--- src/rtl/pdba_pkg.sv ---
// constants for the processor dma bus arbiter
// assumes a 25 MHz board clock and a clock-high start pulse
// from the processor clock generator
package pdba_pkg;

  // ==========================================================
  // clock
  // ==========================================================
  localparam int CLK_PERIOD_NS = 40;
  // nominal processor clock-high spacing, for reference only
  localparam int CPU_CYCLE_NS  = 290;

  // ==========================================================
  // grant delay: least time, rounded up
  // ==========================================================
  localparam int GNT_DLY_NS  = 65;
  localparam int GNT_DLY_RAW =
    (GNT_DLY_NS + CLK_PERIOD_NS - 1) / CLK_PERIOD_NS;
  localparam int GNT_DLY_CYC = (GNT_DLY_RAW < 1) ? 1 : GNT_DLY_RAW;
  localparam int GNT_W       = $clog2(GNT_DLY_CYC + 1);
  localparam logic [GNT_W-1:0] GNT_LOAD = GNT_W'(GNT_DLY_CYC);
  localparam logic [GNT_W-1:0] GNT_FIRE = GNT_W'(1);
  localparam logic [GNT_W-1:0] GNT_IDLE = GNT_W'(0);

  // ==========================================================
  // select acknowledge timeout: longest time, rounded down
  // ==========================================================
  localparam int TMO_NS      = 18000;
  localparam int TMO_RAW     = TMO_NS / CLK_PERIOD_NS;
  localparam int TMO_CYC     = (TMO_RAW < 1) ? 1 : TMO_RAW;
  localparam int TMO_W       = $clog2(TMO_CYC + 1);
  localparam logic [TMO_W-1:0] TMO_LAST = TMO_W'(TMO_CYC - 1);
  localparam logic [TMO_W-1:0] TMO_ZERO = TMO_W'(0);
  localparam logic [TMO_W-1:0] TMO_STEP = TMO_W'(1);

  // ==========================================================
  // reset values
  // ==========================================================
  localparam logic FLAG_RST   = 1'h0;
  localparam logic STROBE_RST = 1'h1;

endpackage : pdba_pkg

--- src/rtl/pdba_sync.sv ---
// two-stage level synchroniser on the board clock
// assumes the input may change at any time
`timescale 1ns/1ps
`default_nettype none

module pdba_sync (
  input  wire logic sys_clk_in,
  input  wire logic rst_b_in,
  input  wire logic async_in,
  output logic      sync_out
);
  import pdba_pkg::*;

  logic meta_q;
  logic sync_q;

  // ==========================================================
  // stages
  // ==========================================================
  always_ff @(posedge sys_clk_in or negedge rst_b_in) begin
    if (!rst_b_in) begin
      meta_q <= FLAG_RST;
      sync_q <= FLAG_RST;
    end else begin
      meta_q <= async_in;
      sync_q <= meta_q;
    end
  end

  assign sync_out = sync_q;

endmodule : pdba_sync

`default_nettype wire

--- src/rtl/pdba_arbiter.sv ---
// dma bus arbiter of the processor board
// assumes clk_high_start_in pulses one board clock at the start
// of each processor clock-high time; bus inputs are active low
`timescale 1ns/1ps
`default_nettype none

module pdba_arbiter (
  input  wire logic sys_clk_in,
  input  wire logic rst_b_in,
  input  wire logic clk_high_start_in,
  input  wire logic cpu_bus_cycle_active_n_in,
  input  wire logic bus_dma_request_n_in,
  input  wire logic bus_select_ack_n_in,
  input  wire logic bus_sync_n_in,
  output logic      bus_dma_grant_out_n_out,
  output logic      bus_drivers_disable_out,
  output logic      clk_restart_block_out,
  output logic      ack_timeout_out
);
  import pdba_pkg::*;

  // ==========================================================
  // state
  // ==========================================================
  logic             dma_enable_latch_q;
  logic             dma_enable_latch_d;
  logic             grant_q;
  logic             grant_d;
  logic             bus_dis_q;
  logic             bus_dis_d;
  logic             armed_q;
  logic             armed_d;
  logic             strobe_prev_q;
  logic             tmo_q;
  logic [GNT_W-1:0] dly_q;
  logic [GNT_W-1:0] dly_d;
  logic [TMO_W-1:0] tmr_q;
  logic [TMO_W-1:0] tmr_d;

  // ==========================================================
  // request path
  // ==========================================================
  logic synced_dma_request;
  logic gated_dma_request;
  logic rearbitrate_strobe_n_trig;
  logic rearbitrate_strobe_n_trig_s;
  logic rearbitrate_strobe_n;

  pdba_sync u_req_sync (
    .sys_clk_in (sys_clk_in),
    .rst_b_in   (rst_b_in),
    .async_in   (~bus_dma_request_n_in),
    .sync_out   (synced_dma_request)
  );

  // high bus cycle flag means no cpu cycle is in progress
  assign gated_dma_request =
    synced_dma_request & cpu_bus_cycle_active_n_in;

  // ==========================================================
  // rearbitration trigger
  // ==========================================================
  assign rearbitrate_strobe_n_trig =
    armed_q & bus_select_ack_n_in & bus_sync_n_in;

  pdba_sync u_rearbitrate_strobe_n_sync (
    .sys_clk_in (sys_clk_in),
    .rst_b_in   (rst_b_in),
    .async_in   (rearbitrate_strobe_n_trig),
    .sync_out   (rearbitrate_strobe_n_trig_s)
  );

  assign rearbitrate_strobe_n = ~rearbitrate_strobe_n_trig_s;

  // ==========================================================
  // decode
  // ==========================================================
  logic en_set;
  logic ack_seen;
  logic timeout;
  logic rearbitrate_strobe_n_evt;
  logic rearbitrate_strobe_n_clear;
  logic rearbitrate_strobe_n_regrant;
  logic dly_start;
  logic grant_fire;
  logic tmr_run;

  // enable latch samples only at clock-high start; a valid
  // sample in the timeout cycle keeps the latch and grants again
  assign en_set = clk_high_start_in & gated_dma_request
                  & (~dma_enable_latch_q | timeout);

  assign ack_seen = grant_q & ~bus_select_ack_n_in;
  assign tmr_run  = grant_q & bus_select_ack_n_in;
  assign timeout  = tmr_run & (tmr_q == TMO_LAST);

  // act once on the falling edge of the strobe
  assign rearbitrate_strobe_n_evt     = ~rearbitrate_strobe_n & strobe_prev_q;
  assign rearbitrate_strobe_n_clear   = rearbitrate_strobe_n_evt & ~synced_dma_request;
  assign rearbitrate_strobe_n_regrant = rearbitrate_strobe_n_evt & synced_dma_request;

  assign dly_start  = en_set | rearbitrate_strobe_n_regrant;
  assign grant_fire = (dly_q == GNT_FIRE);

  // ==========================================================
  // next state
  // ==========================================================
  // a set in the same cycle as a clear wins
  assign dma_enable_latch_d =
    en_set ? 1'h1
    : (rearbitrate_strobe_n_clear | timeout) ? 1'h0
    : dma_enable_latch_q;

  assign dly_d = dly_start ? GNT_LOAD
               : (dly_q != GNT_IDLE) ? dly_q - GNT_FIRE
               : dly_q;

  assign grant_d = grant_fire ? 1'h1
                 : (ack_seen | timeout) ? 1'h0
                 : grant_q;

  assign bus_dis_d = grant_fire ? 1'h1
                   : (rearbitrate_strobe_n_clear | timeout) ? 1'h0
                   : bus_dis_q;

  // timer counts from the grant; acknowledge returns it to zero
  assign tmr_d = (tmr_run & ~timeout) ? tmr_q + TMO_STEP
               : TMO_ZERO;

  assign armed_d = ack_seen ? 1'h1
                 : rearbitrate_strobe_n_evt ? 1'h0
                 : armed_q;

  // ==========================================================
  // registers
  // ==========================================================
  always_ff @(posedge sys_clk_in or negedge rst_b_in) begin
    if (!rst_b_in) begin
      dma_enable_latch_q <= FLAG_RST;
      grant_q            <= FLAG_RST;
      bus_dis_q          <= FLAG_RST;
      armed_q            <= FLAG_RST;
      tmo_q              <= FLAG_RST;
      strobe_prev_q      <= STROBE_RST;
      dly_q              <= GNT_IDLE;
      tmr_q              <= TMO_ZERO;
    end else begin
      dma_enable_latch_q <= dma_enable_latch_d;
      grant_q            <= grant_d;
      bus_dis_q          <= bus_dis_d;
      armed_q            <= armed_d;
      tmo_q              <= timeout;
      strobe_prev_q      <= rearbitrate_strobe_n;
      dly_q              <= dly_d;
      tmr_q              <= tmr_d;
    end
  end

  // ==========================================================
  // outputs
  // ==========================================================
  assign bus_dma_grant_out_n_out = ~grant_q;
  assign bus_drivers_disable_out = bus_dis_q;
  // holds the processor clock stopped, so the cpu halts at
  // the end of its current bus cycle
  assign clk_restart_block_out = dma_enable_latch_q;
  assign ack_timeout_out       = tmo_q;

  // ==========================================================
  // checks
  // ==========================================================
  localparam int GNT_A = GNT_DLY_CYC;
  localparam int TMO_A = TMO_CYC;
endmodule : pdba_arbiter

`default_nettype wire

--- config.mk ---
export PLATFORM = sky130hd
export DESIGN_NAME = pdba_arbiter
export DESIGN_NICKNAME = d
export VERILOG_FILES = /design/src/rtl/pdba_pkg.sv /design/src/rtl/pdba_sync.sv /design/src/rtl/pdba_arbiter.sv
export SDC_FILE = /design/constraint.sdc
export NUM_CORES = 1
export LEC_CHECK = 0
export BUFFER_PORTS_ARGS = -buffer_cell sky130_fd_sc_hd__clkbuf_2
export CORE_ASPECT_RATIO = 1.5
export CORE_MARGIN = 8
export CORE_UTILIZATION = 45
export DETAILED_ROUTE_END_ITERATION = 7
export PLACE_DENSITY = 0.69
export SYNTH_ARGS = -nofsm -noshare
export SYNTH_HDL_FRONTEND = slang
export SYNTH_HIERARCHICAL = 1
export SYNTH_SLANG_ARGS = --single-unit
--- constraint.sdc ---
create_clock -name sys_clk_in -period 2.7 [get_ports sys_clk_in]
set_input_delay 0.405 -clock sys_clk_in [delete_from_list [all_inputs] [get_ports sys_clk_in]]
set_output_delay 0.405 -clock sys_clk_in [all_outputs]
set_load 0.05 [all_outputs]
==> results of run 1 <==
[layer usage]
layer | routed length (um) | vias to the layer above | global-route usage
met4 | 58 | 0 | 0.0780
met5 | 0 | - | 0
li1 | - | 307 | -
met1 | 621 | 306 | 0.0967
met2 | 791 | 12 | 0.151
met3 | 96 | 5 | 0.0314
[report_power, final]
| group | leakage, nW | internal (mW) | switching [mW] |
|---|---|---|---|
| Sequential | 0.267 | 0.372 | 0.0384 |
| Combinational | 0.183 | 0.0825 | 0.172 |
| Clock | 0.0150 | 0.0578 | 0.0921 |
[synthesized netlist by cell type]
library cell and count:
nand2_1 9, nand3_1 5, dfrtp_1 20, ha_1 4
nor3_1 1, a21oi_1 1, nand3_2 2, dfstp_2 1
nor2_1 12, xnor2_1 4, a31oi_1 1, xor2_1 3
o21ai_0 4, inv_1 6, nand2b_1 2, nor3_2 1
and3_1 3, a221oi_1 1, o21bai_1 1, a211oi_1 1
or3_1 1, nor4_1 1
[cell families after synthesis]
logic type,Yosys count,synth area share
and+or+nand+nor,37,0.203
DFF,21,0.586
AOI/OAI and AO/OA,9,0.0613
xor gates and xnor gates,7,0.0682
buffers and inverters,6,0.0251
adders and majority gates,4,0.0557
[flip-flops by register name (all words and copies together), names as in the netlist]
signal and cells:
u_rearbitrate_strobe_n_sync/meta_q 1, bus_drivers_disable_out 1, grant_q 1, u_req_sync/meta_q 1, armed_q 1, tmr_q 9, strobe_prev_q 1, dly_q 2
clk_restart_block_out 1, u_rearbitrate_strobe_n_sync/sync_out 1, ack_timeout_out 1, u_req_sync/sync_out 1
[worst max-delay path by stage]
stage          startpoint       end  slack, ns  cells after the start
3_5_place_dp     tmr_q[0]  tmr_q[8]       1.19                      5
6_report         tmr_q[0]  tmr_q[8]       1.18                      5
5_1_grt          tmr_q[0]  tmr_q[8]       1.04                      5
3_3_place_gp     tmr_q[0]  tmr_q[8]       1.22                      5
4_1_cts          tmr_q[0]  tmr_q[8]       1.17                      5
2_1_floorplan    tmr_q[0]  tmr_q[8]       1.31                      5
[per-stage QoR]
| stage | instances | total power, mW | cell area, um^2 | utilization | worst slack (ns) |
|---|---|---|---|---|---|
| final | 120 | 0.815 | 1000 | 0.513 | 1.18 |
| after CTS | 120 | 0.825 | 1000 | 0.513 | 1.17 |
| after global routing | 120 | 0.864 | 1000 | 0.513 | 1.04 |
| after global placement | 116 | 0.659 | 976 | 0.500 | 1.22 |
| after floorplan | 84 | 0.597 | 898 | - | 1.31 |
| after detailed placement | 116 | 0.677 | 976 | 0.500 | 1.19 |
[final cells by class]
cell class,count,area share
repair buffers,10,0.0499
clock buffers,4,0.0262
flip-flops and latches,21,0.526
well taps,22,0.0275
inverters,6,0.0225
multi-input cells,57,0.348
[worst max-delay path, delay by kind of cell, from the launching register on]
kind	cells	cell delay (ns)
AOI/OAI and AO/OA	1	0.16
and+or+nand+nor	3	0.66
DFF	1	0.43
adders and majority gates	1	0.20
==> results_dict.tcl, run 1 <==
set metrics [dict create \
    wl_um 1570 \
    max_cap_violations 0 \
    hold_slack_ns 0.0364 \
    htreeDepth 1 \
    vias 630 \
    power_density_nw_per_um2 813 \
    setup_viol 0 \
    yosysSeqAreaShare 0.586 \
    postCtsSetupBuffers 0 \
    antenna_found_initial 0 \
    peakVddDrop_uv 352 \
    r2r-start "tmr_q[0]" \
    setup.worst_path.start_class "register" \
    multi_input_area_um2 349 \
    grt.overflow.total 0 \
    cts_num_sinks 21 \
    synth.area.top_cells "dfrtp_1, ha_1, nor2_1" \
    ff2ff_path_depth 5 \
    mostFrequentLayoutCell "dfrtp_1" \
    globalplace.congestion 0.864 \
    synth_top_cell_by_area "dfrtp_1" \
    outcome "finished, final reports clean" \
    die_h_um 70.7 \
    p_leak_nw 0.465 \
    synth_warnings 6 \
    yosysTopAreaCellShare 0.557 \
    placeableCoreArea_um2 1950 \
    hold_path_class "input pin to async pin" \
    rsz0062_at_grt "false" \
    worstPathMaxFanout 5 \
    path_class "register to register" \
    period_share 0.564 \
    numPortBuffers 10 \
    cts_max_path_buffers 2 \
    fillers 174 \
    initial_core_util 0.460 \
    viasPerCell 5.25 \
    r2r_slack_ns 1.18 \
    clkLatencyLatePin_ns 0.31 \
    seq_area_um2 527 \
    syn2layout_area_growth_pct 11.6 \
    clk_pin_slew_ns 0.11 \
    cts_tree "done" \
    first_pass_iters 4 \
    max_stage_delay_ns 0.43 \
    grt_usage 0.0957 \
    rows 20 \
    dieArea_um2 3710 \
    tightest_slew_ns 0.496 \
    nNetsFinal 110 \
    cp.required_ns 2.94 \
    synth_seq_cells 21 \
    cp.arrival_ns 1.76 \
    slew_violations 0 \
    max_clock_freq_ghz 0.657 \
    drcViolationCount 0 \
    min_period_ns 1.52 \
    first_iter_violations 10 \
    syn_nets 95 \
    synth_area_um2 898 \
    dp_hpwl_um 1200 \
    mostFrequentLayoutCells "dfrtp_1, nor2_1, clkbuf_2" \
    cp_slowest_cell "dfrtp_1" \
    avgSynthCellArea_um2 10.7 \
    synth_cells 84 \
    timing.rr.end "tmr_q[8]" \
    clock_skew_ns 0.00271 \
    path_cells "ha_1, and3_1, nand3_2, or3_1, a31oi_1" \
    drive_gt1_frac 0.173 \
    postCtsHoldBufs 0 \
    critPathCaptureType "register" \
    postRouteAntennaNets 0 \
    grt_pass1_wl_um 2650 \
    ctsRootBufferMaster "clkbuf_4" \
    post_drt_wl_per_cell_um 13.1 \
    grt_max_degree 22 \
    io_pins 11 \
    setup_tns_ns 0 \
    dieWidth_um 52.5 \
    grt_pass1_vias 628 \
    hold_viol_final 0 \
    relSlewSlack 0.669 \
    synth_cell_types 22 \
    antenna_cells 0 \
    cts_resized 0 \
    cts_buffers 3 \
]
Power figures use the tool's default switching activity.
==> run 2: changes to the inputs <==
PLACE_DENSITY = 0.72   (was 0.69)
clock period = 1.2 ns   (was 2.7 ns; I/O delays follow)
==> run 2 against run 1 <==
Against the previous run:
- final area grew 22%
- sequential share of layout area shrank 9.4 points
- largest power group unchanged
- power grew 140%
- the flow now finishes with violations (negative setup slack)
- clock power grew 130%
==> results_dict.tcl, run 2 (same netlist as run 1, synthesis figures left out) <==
set metrics [dict create \
    outcome "finished, violations left" \
    violations "negative setup slack" \
    htreeDepth 1 \
    p_leak_nw 0.566 \
    antenna_found_initial 0 \
    cp.arrival_ns 1.63 \
    largest_reg_flops 9 \
    ctsRootBufferMaster "clkbuf_4" \
    min_period_ns 1.40 \
    r2r-start "tmr_q[1]" \
    setup.worst_path.start_class "register" \
    hold_viol_final 0 \
    antenna_cells 0 \
    post_drt_wl_per_cell_um 14.0 \
    setup_viol 14 \
    vias 715 \
    dieArea_um2 3710 \
    io_pins 11 \
    globalplace.congestion 0.789 \
    worstSetupEndpoint "tmr_q[8]" \
    cts_tree "done" \
    path_class "register to register" \
    rows 20 \
    power_density_nw_per_um2 1630 \
    grt_pass1_wl_um 3110 \
    postLayoutCoreUtil 0.626 \
    max_clock_freq_ghz 0.714 \
    tightest_slew_ns 0.513 \
    syn2layout_area_growth_pct 36.1 \
    grt_pass1_vias 709 \
    timing.rr.end "tmr_q[8]" \
    drive_gt1_frac 0.385 \
    layoutNonFillerInstCount 139 \
    worstPathMaxFanout 3 \
    dpl_worst_slack_ns -0.203 \
    r2r_slack_ns -0.20 \
    cts_num_sinks 21 \
    viasPerCell 5.14 \
    dpl.cell_count 128 \
    finalWorstSetupSlack_ns -0.200 \
    grt_max_degree 22 \
    top_regs "tmr_q (9), dly_q (2)" \
    nNetsFinal 129 \
    mostFrequentLayoutCells "dfrtp_1, buf_4, nor2_1" \
    path_cells "ha_2, and3_4, nand3_2, or3_1, a31oi_1" \
    cp.required_ns 1.43 \
    clkLatencyLatePin_ns 0.30 \
    drcViolationCount 0 \
    grt_usage 0.107 \
    postRouteAntennaNets 0 \
    die_h_um 70.7 \
    power_mw 1.99 \
    wl_um 1940 \
    regMostFlops "tmr_q" \
    hold_path_class "input pin to register" \
    placeableCoreArea_um2 1950 \
    grt.overflow.total 0 \
    period_share 1.17 \
    first_pass_iters 4 \
    peakVddDrop_uv 829 \
    numPortBuffers 10 \
    max_stage_delay_ns 0.40 \
    dp_hpwl_um 1300 \
    cp_slowest_cell "dfrtp_1" \
    dieWidth_um 52.5 \
    ff2ff_path_depth 5 \
    first_iter_violations 11 \
    relSlewSlack 0.658 \
    max_cap_violations 0 \
    rsz0062_at_grt "true" \
    cts_max_path_buffers 2 \
    startpoint "tmr_q[1]" \
    cts_buffers 3 \
    initial_core_util 0.460 \
    critPathCaptureType "register" \
    clock_skew_ns 0.00628 \
    mostFrequentLayoutCell "dfrtp_1" \
    clk_pin_slew_ns 0.12 \
    slew_violations 0 \
]
run 2: how the worst min path moves through the flow:
stage | startpoint | end | slack (ns) | cells after the start
after floorplan | rst_b_in | ack_timeout_out | -0.12 | 0
after detailed placement | rst_b_in | ack_timeout_out | 0.17 | 1
after CTS | bus_sync_n_in | u_rearbitrate_strobe_n_sync/meta_q | 0.13 | 2
final | bus_sync_n_in | u_rearbitrate_strobe_n_sync/meta_q | 0.13 | 2
after global placement | rst_b_in | u_rearbitrate_strobe_n_sync/sync_out | 0.17 | 1
after global routing | bus_sync_n_in | u_rearbitrate_strobe_n_sync/meta_q | 0.13 | 2
run 2: what timing repair did:
item                       4_1_cts  5_1_grt
gates resized for setup         11        6
setup endpoints to repair       16       17
buffers inserted                 2        2
cloned                           1        0
hold endpoints to repair        21        0
pin swaps                        8        2
hold buffers                     2        0
run 2: critical path, delay by kind of cell, from the launching register on:
family / cells / cell delay, ns
flops: 1 / 0.40
simple gates: 3 / 0.59
compound gates: 1 / 0.15
fa+ha+maj: 1 / 0.19
run 2: cell type report:
type / instances / area [um^2]
fillers: 166 / 729
flip-flops and latches: 21 / 528
multi-input cells: 58 / 414
repair buffers: 28 / 203
well taps: 22 / 27.5
clock buffers: 3 / 22.5
inverters: 6 / 22.5
clock inverters: 1 / 5.00
run 2: per-layer routing:
metal,global-route usage,vias up,wire length (um)
met2,0.187,7,1080
met1,0.120,355,768
met4,0.0347,0,7
met3,0.0231,2,85
met5,0,-,0
li1,-,351,-
run 2: metrics by stage:
step	TNS (ns)	hold slack [ns]	area, um^2
after floorplan	-1.26	-0.116	906
after global placement	-1.61	0.168	1070
after detailed placement	-2.52	0.174	1070
after CTS	-0.771	0.127	1200
after global routing	-2.19	0.132	1220
final	-1.06	0.133	1220
run 2: power by group:
part | leakage [nW] | total [mW] | internal, mW | switching, mW
Sequential | 0.266 | 0.919 | 0.841 | 0.0784
Clock | 0.0177 | 0.342 | 0.124 | 0.218
Combinational | 0.282 | 0.727 | 0.295 | 0.432
